### src/rtl/put_pkg.sv
// What this block does
// - Trigger confirmation output follows the trigger coil, three clock cycles later (two synchroniser stages and an output register).
// - On trigger pickup latch the input value, then hand it to the network.
// - Failed send sets error output until the next trigger pickup.
// - Full signed 32-bit value is carried unchanged into buffer and transmission.
// - Send jobs run only while the station network reports correct operation.
// - Parameter-display flag selects visibility; reset value is displayed.
// - A send job starts only on a rising edge of the trigger coil.
// - Active output is high while the value is buffered and being transferred.
package put_pkg;

  // ----------------------------------------------------------------
  // Register map
  // ----------------------------------------------------------------
  localparam logic [3:0]  CTRL_ADDR      = 4'h0;
  localparam logic [3:0]  STATUS_ADDR    = 4'h4;
  localparam logic [3:0]  IRQ_STAT_ADDR  = 4'h8;
  localparam logic [3:0]  IRQ_MASK_ADDR  = 4'hC;
  localparam int          DISPLAY_BIT    = 0;
  localparam logic        DISPLAY_RESET  = 1'b1;
  localparam int          VALUE_WIDTH    = 32;

  // ----------------------------------------------------------------
  // Interrupt bits
  // ----------------------------------------------------------------
  localparam int          IRQ_SENT_BIT   = 0;
  localparam int          IRQ_ERROR_BIT  = 1;
  localparam int          IRQ_WIDTH      = 2;

  typedef enum logic [1:0] {IDLE, SEND, WAIT_DONE} send_state_type;

endpackage

### src/rtl/put_sender.sv
`timescale 1ns/1ps
module put_sender #(
  parameter int WIDTH = 32
) (
  input  wire logic             clk_in,        // Clock.
  input  wire logic             rst_in,        // Synchronous reset.
  input  wire logic             trigger_in,    // Synchronised trigger coil.
  input  wire logic [WIDTH-1:0] value_in,      // Value to capture.
  input  wire logic             net_ok_in,     // Network running properly.
  input  wire logic             tx_ready_in,   // Network accepts request.
  input  wire logic             tx_done_in,    // Completion strobe.
  input  wire logic             tx_fail_in,    // Completion failed.
  output logic                  tx_valid_out,  // Request valid.
  output logic [WIDTH-1:0]      tx_data_out,   // Buffered value.
  output logic                  active_out,    // Buffering/transfer active.
  output logic                  error_out,     // Transfer error.
  output logic                  sent_ev_out,   // Pulse: sent ok.
  output logic                  err_ev_out     // Pulse: send failed.
);

  put_pkg::send_state_type state;
  put_pkg::send_state_type next_state;
  logic             trig_prev;
  logic [WIDTH-1:0] buffer;
  logic [WIDTH-1:0] next_buffer;
  logic             error;
  logic             next_error;
  logic             sent_ev;
  logic             next_sent_ev;
  logic             err_ev;
  logic             next_err_ev;
  logic             pickup;

  assign pickup = trigger_in & ~trig_prev;

  always_comb
  begin
    next_state   = state;
    next_buffer  = buffer;
    next_error   = error;
    next_sent_ev = 1'b0;
    next_err_ev  = 1'b0;
    if (pickup)
    begin
      next_error = 1'b0;
    end
    unique case (state)
      put_pkg::IDLE:
      begin
        if (pickup && net_ok_in)
        begin
          next_buffer = value_in;
          next_state  = put_pkg::SEND;
        end
        else if (pickup)
        begin
          // No job is started on a dead network; the lost value is a failed send.
          next_error  = 1'b1;
          next_err_ev = 1'b1;
        end
      end
      put_pkg::SEND:
      begin
        // A network fault aborts the job and counts as a failed send.
        if (!net_ok_in)
        begin
          next_state  = put_pkg::IDLE;
          next_error  = 1'b1;
          next_err_ev = 1'b1;
        end
        else if (tx_ready_in)
        begin
          next_state = put_pkg::WAIT_DONE;
        end
      end
      put_pkg::WAIT_DONE:
      begin
        if (tx_done_in)
        begin
          next_state   = put_pkg::IDLE;
          next_error   = tx_fail_in;
          next_err_ev  = tx_fail_in;
          next_sent_ev = ~tx_fail_in;
        end
        else if (!net_ok_in)
        begin
          next_state  = put_pkg::IDLE;
          next_error  = 1'b1;
          next_err_ev = 1'b1;
        end
      end
    endcase
  end

  always_ff @(posedge clk_in)
  begin
    if (rst_in)
    begin
      state     <= put_pkg::IDLE;
      trig_prev <= 1'b0;
      buffer    <= '0;
      error     <= 1'b0;
      sent_ev   <= 1'b0;
      err_ev    <= 1'b0;
    end
    else
    begin
      state     <= next_state;
      trig_prev <= trigger_in;
      buffer    <= next_buffer;
      error     <= next_error;
      sent_ev   <= next_sent_ev;
      err_ev    <= next_err_ev;
    end
  end

  assign tx_valid_out = (state == put_pkg::SEND) && net_ok_in;
  assign tx_data_out  = buffer;
  assign active_out   = (state != put_pkg::IDLE);
  assign error_out    = error;
  assign sent_ev_out  = sent_ev;
  assign err_ev_out   = err_ev;

endmodule

### src/rtl/put_block.sv
// Our own choices: the address map and the Wishbone register port.
`timescale 1ns/1ps
module put_block (
  input  wire logic        CLOCK_IN,        // 40 MHz clock.
  input  wire logic        SYS_RST_IN,      // Synchronous reset, active high.
  input  wire logic        TRIGGER_COIL_IN, // Send trigger coil (asynchronous).
  input  wire logic [31:0] PUT_VALUE_IN,    // Signed value to send.
  input  wire logic        NET_OK_IN,       // Station network running properly.
  input  wire logic        TX_READY_IN,     // Network accepts request.
  input  wire logic        TX_DONE_IN,      // Completion strobe.
  input  wire logic        TX_FAIL_IN,      // Completion failed, with done.
  output logic             TX_VALID_OUT,    // Send request.
  output logic [31:0]      TX_DATA_OUT,     // Value to transmit.
  output logic             CONFIRM_OUT,     // Trigger confirmation contact.
  output logic             ACTIVE_OUT,      // Buffer/transfer active contact.
  output logic             ERROR_OUT,       // Send error contact.
  output logic             IRQ_OUT,         // Level interrupt.
  input  wire logic [31:0] WB_ADR_I,        // Wishbone address.
  input  wire logic [31:0] WB_DAT_I,        // Wishbone write data.
  input  wire logic [3:0]  WB_SEL_I,        // Wishbone byte select.
  input  wire logic        WB_WE_I,         // Wishbone write enable.
  input  wire logic        WB_CYC_I,        // Wishbone cycle.
  input  wire logic        WB_STB_I,        // Wishbone strobe.
  output logic [31:0]      WB_DAT_O,        // Wishbone read data.
  output logic             WB_ACK_O         // Wishbone acknowledge.
);

  // ----------------------------------------------------------------
  // Trigger synchroniser
  // ----------------------------------------------------------------
  logic trig_meta;
  logic trig_sync;
  logic next_trig_meta;
  logic next_trig_sync;

  always_comb
  begin
    next_trig_meta = TRIGGER_COIL_IN;
    next_trig_sync = trig_meta;
  end

  always_ff @(posedge CLOCK_IN)
  begin
    if (SYS_RST_IN)
    begin
      trig_meta <= 1'b0;
      trig_sync <= 1'b0;
    end
    else
    begin
      trig_meta <= next_trig_meta;
      trig_sync <= next_trig_sync;
    end
  end

  // ----------------------------------------------------------------
  // Send engine
  // ----------------------------------------------------------------
  logic                                 tx_valid;
  logic [put_pkg::VALUE_WIDTH-1:0]      tx_data;
  logic                                 active;
  logic                                 error;
  logic                                 sent_ev;
  logic                                 err_ev;

  // The value comes from same-clock logic, so it is read directly; it is
  // sampled in the cycle the synchronised edge is seen.
  put_sender #(
    .WIDTH (put_pkg::VALUE_WIDTH)
  ) sender (
    .clk_in       (CLOCK_IN),
    .rst_in       (SYS_RST_IN),
    .trigger_in   (trig_sync),
    .value_in     (PUT_VALUE_IN),
    .net_ok_in    (NET_OK_IN),
    .tx_ready_in  (TX_READY_IN),
    .tx_done_in   (TX_DONE_IN),
    .tx_fail_in   (TX_FAIL_IN),
    .tx_valid_out (tx_valid),
    .tx_data_out  (tx_data),
    .active_out   (active),
    .error_out    (error),
    .sent_ev_out  (sent_ev),
    .err_ev_out   (err_ev)
  );

  // ----------------------------------------------------------------
  // Registers and outputs
  // ----------------------------------------------------------------
  logic                         display;
  logic                         next_display;
  logic [put_pkg::IRQ_WIDTH-1:0] irq_stat;
  logic [put_pkg::IRQ_WIDTH-1:0] next_irq_stat;
  logic [put_pkg::IRQ_WIDTH-1:0] irq_mask;
  logic [put_pkg::IRQ_WIDTH-1:0] next_irq_mask;
  logic [put_pkg::IRQ_WIDTH-1:0] events;
  logic [31:0]                  next_dat;
  logic                         next_ack;
  logic                         wr;
  logic [3:0]                   adr;
  logic                         in_map;

  assign events = {err_ev, sent_ev};
  assign adr    = WB_ADR_I[3:0];
  assign in_map = (WB_ADR_I[31:4] == 28'h000_0000);
  assign wr     = WB_CYC_I & WB_STB_I & WB_WE_I & ~WB_ACK_O & WB_SEL_I[0] & in_map;

  always_comb
  begin
    next_display  = display;
    next_irq_mask = irq_mask;
    next_irq_stat = irq_stat;
    next_ack      = WB_CYC_I & WB_STB_I & ~WB_ACK_O;
    next_dat      = 32'h0000_0000;
    if (wr && adr == put_pkg::CTRL_ADDR)
    begin
      next_display = WB_DAT_I[put_pkg::DISPLAY_BIT];
    end
    if (wr && adr == put_pkg::IRQ_MASK_ADDR)
    begin
      next_irq_mask = WB_DAT_I[put_pkg::IRQ_WIDTH-1:0];
    end
    if (wr && adr == put_pkg::IRQ_STAT_ADDR)
    begin
      next_irq_stat = irq_stat & ~WB_DAT_I[put_pkg::IRQ_WIDTH-1:0];
    end
    // A new event wins over a write-one-to-clear in the same cycle.
    next_irq_stat = next_irq_stat | events;
    unique case (adr)
      put_pkg::CTRL_ADDR:     next_dat = {31'h0000_0000, display};
      put_pkg::STATUS_ADDR:   next_dat = {28'h000_0000, error, active, trig_sync, NET_OK_IN};
      put_pkg::IRQ_STAT_ADDR: next_dat = {30'h0000_0000, irq_stat};
      put_pkg::IRQ_MASK_ADDR: next_dat = {30'h0000_0000, irq_mask};
      default:                next_dat = 32'h0000_0000;
    endcase
    // Upper address bits are decoded too, so the small map does not alias.
    if (!in_map)
    begin
      next_dat = 32'h0000_0000;
    end
  end

  always_ff @(posedge CLOCK_IN)
  begin
    if (SYS_RST_IN)
    begin
      display      <= put_pkg::DISPLAY_RESET;
      irq_stat     <= '0;
      irq_mask     <= '0;
      WB_ACK_O     <= 1'b0;
      WB_DAT_O     <= 32'h0000_0000;
      TX_VALID_OUT <= 1'b0;
      TX_DATA_OUT  <= 32'h0000_0000;
      CONFIRM_OUT  <= 1'b0;
      ACTIVE_OUT   <= 1'b0;
      ERROR_OUT    <= 1'b0;
      IRQ_OUT      <= 1'b0;
    end
    else
    begin
      display      <= next_display;
      irq_stat     <= next_irq_stat;
      irq_mask     <= next_irq_mask;
      WB_ACK_O     <= next_ack;
      WB_DAT_O     <= next_dat;
      TX_VALID_OUT <= tx_valid;
      TX_DATA_OUT  <= tx_data;
      CONFIRM_OUT  <= trig_sync;
      ACTIVE_OUT   <= active;
      ERROR_OUT    <= error;
      IRQ_OUT      <= |(irq_stat & irq_mask);
    end
  end

endmodule

### config.mk
export PLATFORM = sky130hd
export DESIGN_NAME = put_block
export DESIGN_NICKNAME = d
export VERILOG_FILES = /design/src/rtl/put_pkg.sv /design/src/rtl/put_sender.sv /design/src/rtl/put_block.sv
export SDC_FILE = /design/constraint.sdc
export NUM_CORES = 1
export LEC_CHECK = 0
export ABC_AREA = 1
export BUFFER_PORTS_ARGS = -buffer_cell sky130_fd_sc_hd__buf_2
export CORE_ASPECT_RATIO = 0.5
export CORE_MARGIN = 5
export CORE_UTILIZATION = 48
export DETAILED_ROUTE_END_ITERATION = 12
export PLACE_DENSITY = 0.92
export SETUP_SLACK_MARGIN = 0.2
export SLEW_MARGIN = 20
export SYNTH_ARGS = -nofsm -noshare
export SYNTH_HDL_FRONTEND = slang
export SYNTH_HIERARCHICAL = 1
export SYNTH_SLANG_ARGS = --single-unit
### constraint.sdc
create_clock -name CLOCK_IN -period 2.4 [get_ports CLOCK_IN]
set_clock_uncertainty 0.15 [all_clocks]
set_input_delay 0.24 -clock CLOCK_IN [delete_from_list [all_inputs] [get_ports CLOCK_IN]]
set_output_delay 0.24 -clock CLOCK_IN [all_outputs]
set_load 0.01 [all_outputs]
Word level (Yosys, flattened, before mapping)
Cells that the tools add are included.
{ "word_totals": {"register_bits": 114, "in_bits": 110, "output_inout_bits": 70, "elab_cells": 76} }
{ "op_classes": {"eq_ne": 8, "n_mux": 19, "bitwise_logic": 17, "n_reduce_logical": 14} }
{ "op_table": {"columns": ["op", "count"], "rows": [
  ["zero test 28 bit", 1],
  ["one-hot mux 4 bit (4 select lines)", 1],
  ["two-way mux 2 bit", 6],
  ["two-way mux 1 bit", 9],
  ["== test 4 bit (second input constant)", 2],
  ["AND 1 bit", 7],
  ["!= test 3 bit (second input constant)", 2],
  ["NOT 1 bit", 6],
  ["one-hot mux 1 bit (3 select lines)", 2],
  ["one-hot mux 2 bit (3 select lines)", 1],
  ["logical AND 1 bit", 5],
  ["AND 2 bit", 2],
  ["== test 4 x 3 -> 1 bit (second input constant)", 1],
  ["zero test 4 bit", 1],
  ["OR reduction 2 bit", 2],
  ["AND reduction 3 bit", 1],
  ["OR reduction 3 bit", 1],
  ["== test 2 x 1 -> 1 bit (second input constant)", 1],
  ["== test 2 bit (second input constant)", 1],
  ["zero test 2 bit", 1],
  ["!= test 2 x 1 -> 1 bit (second input constant)", 1],
  ["NOT 2 bit", 1],
  ["bitwise OR 2 bit", 1],
  ["AND reduction 2 bit", 1],
  ["nonzero test 2 bit", 1]
]} }

Depth between registers and ports, before layout
Gate-level depths: netlist (run 1).
{ "depth": {"depth_word": 8, "ltp_mapped": 9, "ltp_nobuf": 9} }

Cells and area by module
The synthesis (run 1) kept the hierarchy.
{ "by_module_without_submodules": {"columns": ["mod", "n_inst", "cells_per_inst", "area_per_inst_um2", "seq_area_each_um2"], "rows": [
  ["put_block", 1, 236, 1868.0, 980.9],
  ["put_sender", 1, 193, 1537.7, 760.7]
]} }

Worst setup path after synthesis (run 1)
No wires, ideal clock.
{ "synth_timing": {"kind": "register to register", "startpoint": "register sender.state[0]", "endpoint": "register sender.buffer[18], in the netlist sender/tx_data_out[18]", "setup_time_ps": 116, "arrival_ps": 1118, "required_ps": 2134, "setup_slack_ps": 1016, "stages_incl_launch_ff": 7, "path_buffers": 1, "synth_period_minus_slack_ps": 1384, "path_cell_list": "dfxtp_1 > inv_1 > ha_1 > nand4_4 > buf_6 > o21ai_1 > a21oi_1"} }
{ "synth_between": {"elab_chain_len": 2} }
{ "synth_lines": {"columns": ["item", "line_no", "rtl"], "rows": [
  ["start: declaration", "put_sender.sv:21", "put_pkg::send_state_type state;"],
  ["start signal: assignment", "put_sender.sv:99", "state <= put_pkg::IDLE;"],
  ["start signal: assignment", "put_sender.sv:108", "state <= next_state;"],
  ["zero test 2 bit", "put_sender.sv:47", "unique case (state)"],
  ["AND reduction 2 bit (no line)", null, null],
  ["end signal: assignment", "put_sender.sv:110", "buffer <= next_buffer;"],
  ["end: declaration", "put_sender.sv:24", "logic [WIDTH-1:0] buffer;"]
]} }
No other way between the ends.
A chain may end at the register's enable or synchronous reset.

Final worst setup path (run 1)
{ "layout_timing": {"startpoint": "register sender.state[0]", "endpoint": "register sender.buffer[5], in the netlist sender/tx_data_out[5]"} }
Same word-level chain as after synthesis.

==> impl_metrics.ini, run 1 <==
[yosys]
synth_area_leaders = dfxtp_1, inv_1, nor2_1
ys_types = 31
async_flop_share_pct = 0
syn_avg_cell_area_um2 = 7.939
synthTopCellsByCount = inv_1, dfxtp_1, nor2_1
synth_cells = 429
synth-seq-cells = 87
yosysMostFrequentCell = inv_1
synth-edff-count = 0
seq_area_frac_synth_pct = 51.14
synth.largest_area_cell = dfxtp_1
synth_top_cell_area_share_pct = 51.14
synthFlopType = dfxtp_1
ys_warn_count = 6
syn_area_mm2 = 0.003406

[sta]
finalWorstSetupSlack_ps = 456.1
fmax_ghz = 0.5144
setup_tns_ps = 0
period_needed_ps = 1944
finalSetupViolCount = 0
post-route-period-util_pct = 80.99
rsz0062_at_grt = no
hold_ws_ps = 15.61
drv_slew = 0
timing_hold_violations_final = 0
maxSlewHeadroom_pct = 58.12
worst_pin_slew_ps = 627.2

[setup_path]
rr_endpoint = sender/tx_data_out[5]$_SDFFE_PP0P_
arrival_ps = 1990
crit_path_end_kind = flip-flop
crit-reg2reg-launch = sender/state[0]$_SDFFE_PP0P_
worstSetupPathType = flip-flop to flip-flop
path_max_fanout = 32
crit_chain = inv_1, ha_1, nand4_4, o21ai_0, a21oi_1
critPathLaunchType = flip-flop
r2r_setup_slack_ps = 460
reg2reg_depth = 5
worst_path_largest_cell_delay_ps = 450
critPathRequiredTime_ps = 2450
crit_slowest_cell = nand4_4

[pwr]
leakagePower_nw = 1.958
powerDensity_mw_per_mm2 = 791.3
peakVddDrop_mv = 0.4354
power_mw = 3.336

[routing]
wl_met3_um = 650
vias_per_cell = 4.397
routedWlPerCell_um = 11.57
vias = 2827
drc = 0
ant_nets = 0
wl_um = 7437
highest-signal-layer = met4
drt_iter0_drc = 137
wl_met2_um = 3844
wl_met1_um = 2860
dr.pass1.iters = 4

[placed_design]
dpl.hpwl_um = 5177
gp_congestion = 0.7767
numPortBuffers = 118
pre_cts_ws_ps = 184.2
post_dp_cell_area_mm2 = 0.003910

[run]
maxCapViolCount = 0

[grt]
grt_pass1_vias = 2610
overflow = 0
grt_max_degree = 65
grtUsageTotal_pct = 15.69
grt_first_pass_wirelength_um = 11380
antenna_found_initial = 0

[min_path]
hp-start = TX_FAIL_IN
min_delay_path_depth = 4
whs_endpoint = sender/sent_ev_out$_SDFF_PP0_
holdCritPathClass = input port to flip-flop

[die]
die_area_mm2 = 0.008982
coreArea_mm2 = 0.006779
initial_core_util_pct = 50.24
io_pins = 180
rows = 21
fp.dieW_um = 129.1
die_h_um = 69.56

[clocking]
clock_sinks = 87
tritoncts = yes
cts.clk_slew.worst_paths_ps = 60
htree_levels = 3
numCtsBuffers = 9
clk_latency_ps = 320
root_buffer = clkbuf_16
postCtsSetupRepairBufs = 0
clk_path_buf_depth = 2

[final_layout]
final_cell_area_mm2 = 0.004217
drive_gt1_share_pct = 27.22
n_fill_cell = 591
final_nets = 659
area.growth.synth_to_final_pct = 23.81
diodes = 0

[run_status]
outcome = complete, no violations
area by class of cell:
| cell class | instances | area, µm² | share of cell area (%) |
|---|---|---|---|
| sequential | 87 | 1742 | 41.31 |
| multi-input combinational | 236 | 1131 | 26.82 |
| timing repair buffer | 120 | 608.1 | 14.42 |
| inverter | 92 | 345.3 | 8.190 |
| clock buffer | 10 | 229.0 | 5.430 |
| tap | 92 | 115.1 | 2.730 |
| clock inverter | 6 | 46.29 | 1.098 |
flip-flops by register name, summed over array words and instances (netlist names), named ones only:
name	count
irq_mask	2
ERROR_OUT	1
ACTIVE_OUT	1
sender/state	2
WB_DAT_O	4
IRQ_OUT	1
sender/tx_data_out	32
CONFIRM_OUT	1
irq_stat	2
next_trig_sync	1
WB_ACK_O	1
sender/trig_prev	1
display	1
trig_sync	1
sender/sent_ev_out	1
sender/err_ev_out	1
TX_VALID_OUT	1
TX_DATA_OUT	32
cell families (layout without fill, tap and decap cells):
| logic type | count (synthesis) | after routing | share of synthesized area (%) |
|---|---|---|---|
| DFF | 87 | 87 | 51.14 |
| buffers and inverters | 134 | 228 | 19.25 |
| AOI/OAI and AO/OA | 76 | 76 | 11.98 |
| and+or+nand+nor | 128 | 129 | 16.42 |
| other | 1 | 28 | 0.1101 |
| adders and majority gates | 3 | 3 | 1.102 |
metrics by stage:
stage	utilization, %	instances
finish	62.20	643
global route	62.20	643
CTS	61.89	642
detailed placement	57.68	625
global placement	57.68	625
floorplan	-	456
routing by layer:
layer  global-route usage [%]  vias up
met2                    29.42       98
met3                    5.231        7
li1                         -     1473
met4                    4.889        0
met5                        0        -
met1                    16.45     1249
layout by cell type (no fill, tap or decap):
cell / synthesis / final
a21oi_1: 38 / 38
buf_2: 2 / 118
o21ai_0: 6 / 6
a21oi_2: 2 / 2
and2_2: 1 / 1
a41oi_1: 1 / 1
clkbuf_1: 4 / 1
clkinv_1: 1 / 1
dfxtp_1: 87 / 87
nand4_4: 1 / 2
clkinvlp_4: 0 / 1
nor2_1: 63 / 63
nand2_1: 43 / 43
o21ai_2: 4 / 4
nand2_2: 1 / 1
dlygate4sd3_1: 0 / 1
clkbuf_16: 0 / 9
nand3_1: 7 / 7
conb_1: 1 / 28
inv_8: 0 / 1
nor2_4: 1 / 1
a31oi_1: 1 / 1
buf_4: 28 / 1
inv_2: 1 / 1
nor3_2: 1 / 1
nor2_2: 1 / 1
o21ai_1: 24 / 24
inv_1: 90 / 90
nor3_4: 1 / 1
nor3_1: 5 / 5
ha_1: 3 / 3
clkinv_2: 0 / 2
nand3_2: 1 / 1
nand4_1: 2 / 2
clkinv_4: 0 / 2
timing repair:
item / CTS / global route
hold buffers: 1 / 0
gates resized for setup: 0 / 1
setup endpoints to repair: 1 / 32
pin swaps: 1 / 0
hold endpoints to repair: 1 / 0
gates cloned: 0 / 1
report_power, final:
group	switching [mW]	total [mW]	internal, mW
logic	0.310	0.496	0.186
registers	0.0437	1.58	1.54
clock network	0.549	1.26	0.708
total	0.902	3.34	2.43
critical path, delay by kind of cell (launching register included):
family / cells / cell delay [ps]
adders and majority gates: 1 / 330
buffers and inverters: 1 / 100
DFF: 1 / 320
AOI/OAI and AO/OA: 2 / 460
and+or+nand+nor: 1 / 450
worst max-delay path by stage:
stage / from / end / slack [ps] / cells past startpoint
4_1_cts: sender/state[0]$_SDFFE_PP0P_ / sender/tx_data_out[5]$_SDFFE_PP0P_ / 200 / 5
3_5_place_dp: sender/state[0]$_SDFFE_PP0P_ / sender/tx_data_out[5]$_SDFFE_PP0P_ / 180 / 5
2_1_floorplan: sender/state[0]$_SDFFE_PP0P_ / sender/tx_data_out[18]$_SDFFE_PP0P_ / 1020 / 6
3_3_place_gp: sender/state[0]$_SDFFE_PP0P_ / sender/tx_data_out[6]$_SDFFE_PP0P_ / 330 / 5
5_1_grt: sender/state[0]$_SDFFE_PP0P_ / sender/tx_data_out[5]$_SDFFE_PP0P_ / 300 / 5
6_report: sender/state[0]$_SDFFE_PP0P_ / sender/tx_data_out[5]$_SDFFE_PP0P_ / 460 / 5
Note: power is estimated with default switching activity, not from simulation.
==> run 2: changes to the inputs <==
--- a/config.mk
+++ b/config.mk
@@ -5,13 +5,13 @@
 export SDC_FILE = /design/constraint.sdc
 export NUM_CORES = 1
 export LEC_CHECK = 0
-export ABC_AREA = 1
+export ABC_AREA = 0
 export BUFFER_PORTS_ARGS = -buffer_cell sky130_fd_sc_hd__buf_2
 export CORE_ASPECT_RATIO = 0.5
 export CORE_MARGIN = 5
-export CORE_UTILIZATION = 48
+export CORE_UTILIZATION = 44
 export DETAILED_ROUTE_END_ITERATION = 12
-export PLACE_DENSITY = 0.92
+export PLACE_DENSITY = 0.86
 export SETUP_SLACK_MARGIN = 0.2
 export SLEW_MARGIN = 20
 export SYNTH_ARGS = -nofsm -noshare
==> constraint.sdc (replaced) <==
create_clock -name CLOCK_IN -period 2 [get_ports CLOCK_IN]
set_clock_uncertainty 0.15 [all_clocks]
set_input_delay 0.2 -clock CLOCK_IN [delete_from_list [all_inputs] [get_ports CLOCK_IN]]
set_output_delay 0.2 -clock CLOCK_IN [all_outputs]
set_load 0.01 [all_outputs]
==> run 2 against run 1 <==
Largest power group unchanged. Sequential share of layout area is 2.7 points lower. Wire length is 7.1% higher. Area after synthesis is 2.8% lower. Largest cell class unchanged.
==> impl_metrics.ini, run 2 <==
[die]
rows = 22
die_area_mm2 = 0.009468
die_h_um = 71.35
coreArea_mm2 = 0.007322
io_pins = 180
initial_core_util_pct = 45.23
fp.dieW_um = 132.7

[yosys]
ys_types = 39
synth-edff-count = 0
async_flop_share_pct = 0
synthTopCellsByCount = dfxtp_1, nand2_1, nor2b_1
syn_area_mm2 = 0.003312
synth-seq-cells = 87
synth_top_cell_area_share_pct = 52.59
synthFlopType = dfxtp_1
synth.largest_area_cell = dfxtp_1
ys_warn_count = 6
seq_area_frac_synth_pct = 52.59
syn_avg_cell_area_um2 = 9.436
synth_area_leaders = dfxtp_1, nor2b_1, nand2_1
synth_cells = 351
yosysMostFrequentCell = dfxtp_1

[pwr]
p_sw_share_pct = 22.12
clock_power_share_pct = 40.3
power_frac_comb_pct = 10.9
leakagePower_nw = 1.976
peakVddDrop_mv = 0.4833
p_sw_uw = 814.1
seq_power_share_pct = 48.8
p_int_mw = 2.866
powerDensity_mw_per_mm2 = 815.7

[sta]
post-route-period-util_pct = 85.70
finalSetupViolCount = 0
rsz0062_at_grt = yes
fmax_ghz = 0.5834
period_needed_ps = 1714
drv_slew = 0
timing_hold_violations_final = 0
setup_tns_ps = 0

[clocking]
htree_levels = 3
cts.clk_slew.worst_paths_ps = 60
root_buffer = clkbuf_16
clock_sinks = 87
numCtsBuffers = 9
tritoncts = yes
postCtsSetupRepairBufs = 0
clk_path_buf_depth = 2
clk_latency_ps = 320

[final_layout]
drive_gt1_share_pct = 29.39
mostFrequentLayoutCells = buf_2, dfxtp_1, nand2_1
final_util_pct = 61.62
area.growth.synth_to_final_pct = 36.23
diodes = 0
final_nets = 617
final_common_cell = buf_2

[routing]
wl_um = 7963
drt_iter0_drc = 153
vias_per_cell = 4.605
routedWlPerCell_um = 13.21
drc = 0
dr.pass1.iters = 4
ant_nets = 0
vias = 2777

[setup_path]
worst_path_largest_cell_delay_ps = 370
path_max_fanout = 4
critPathRequiredTime_ps = 2100
critical_path.top_delay_family = flip-flops
crit_chain = inv_1, ha_1, nor2b_1, o21ai_1, and2_1, mux2i_1
critPathLaunchType = flip-flop
arrival_ps = 1820
crit_slowest_cell = dfxtp_1
reg2reg_depth = 6
crit_cells = 6
crit_path_end_kind = flip-flop
cp_num_buf_inv = 1
worstSetupPathType = flip-flop to flip-flop

[grt]
grt_pass1_vias = 2660
grtUsageTotal_pct = 16.65
grt_max_degree = 40
antenna_found_initial = 0
overflow = 0
grt_first_pass_wirelength_um = 12560

[placed_design]
numPortBuffers = 118
gp_congestion = 0.8403
dpl.hpwl_um = 5132

[min_path]
holdCritPathClass = input port to flip-flop
min_delay_path_depth = 2

[run_status]
outcome = complete, no violations

[run]
maxCapViolCount = 0
## run 2: worst register-to-register path, stage by stage, from the launching register on
cell	delay (ps)
dfxtp_1	370
inv_1	110
ha_1	250
nor2b_1	160
o21ai_1	230
and2_1	200
mux2i_1	180
## run 2: per-layer routing
metal / up-vias / GRT usage, % / wire [µm]
li1: 1404 / - / -
met3: 14 / 4.769 / 490
met2: 102 / 31.90 / 4298
met5: - / 0 / 0
met1: 1257 / 17.17 / 2986
met4: 0 / 7.488 / 187
## run 2: layout make-up
type                            instances  area, µm²
Clock buffer                           13      260.3
Clock inverter                          1      5.005
Fill cell                             565       2810
Inverter                                7      26.28
Multi-Input combinational cell        240       1360
Sequential cell                        87       1742
Tap cell                               96      120.1
Timing Repair Buffer                  159      998.5
## run 2: metrics by stage
stage	cell area, µm²	hold WS [ps]	worst slack [ps]	power, mW	cells
finish	4512	7.162	286.0	3.680	603
floorplan	3413	125.9	443.8	2.057	378
global placement	3884	245.3	259.2	2.148	554
global route	4512	16.30	182.1	3.831	603
detailed placement	3884	246.9	230.7	2.158	554
CTS	4499	3.423	288.4	3.680	603
## run 2: power groups by stage
stage / Sequential [mW] / Combinational [mW] / Clock (mW)
floorplan: 1.84 / 0.219 / 0
global placement: 1.83 / 0.317 / 0
detailed placement: 1.83 / 0.324 / 0
CTS: 1.80 / 0.381 / 1.50
global route: 1.80 / 0.441 / 1.59
finish: 1.80 / 0.402 / 1.48
## run 2: kinds of logic after synthesis
family	share of synthesized area, %
AOI/OAI and AO/OA	8.765
adders and majority gates	1.133
other	0.1132
muxes	1.322
buffers and inverters	9.785
and+or+nand+nor	26.29
DFF	52.59
## run 2: final timing paths
path                                  from                           end  slack (ps)
max           sender/state[0]$_SDFFE_PP0P_  sender/state[1]$_SDFFE_PP0P_         290
min                            WB_DAT_I[0]          display$_SDFFE_PP1P_           7
max reg2reg   sender/state[0]$_SDFFE_PP0P_  sender/state[1]$_SDFFE_PP0P_         290
min reg2reg  sender/sent_ev_out$_SDFF_PP0_        irq_stat[0]$_SDFF_PP0_         280
## run 2: what timing repair did
action | CTS | global route
endpoints found under the setup margin | 0 | 3
hold buffers | 35 | 0
hold endpoints to repair | 34 | 0
gates resized for setup | 0 | 2
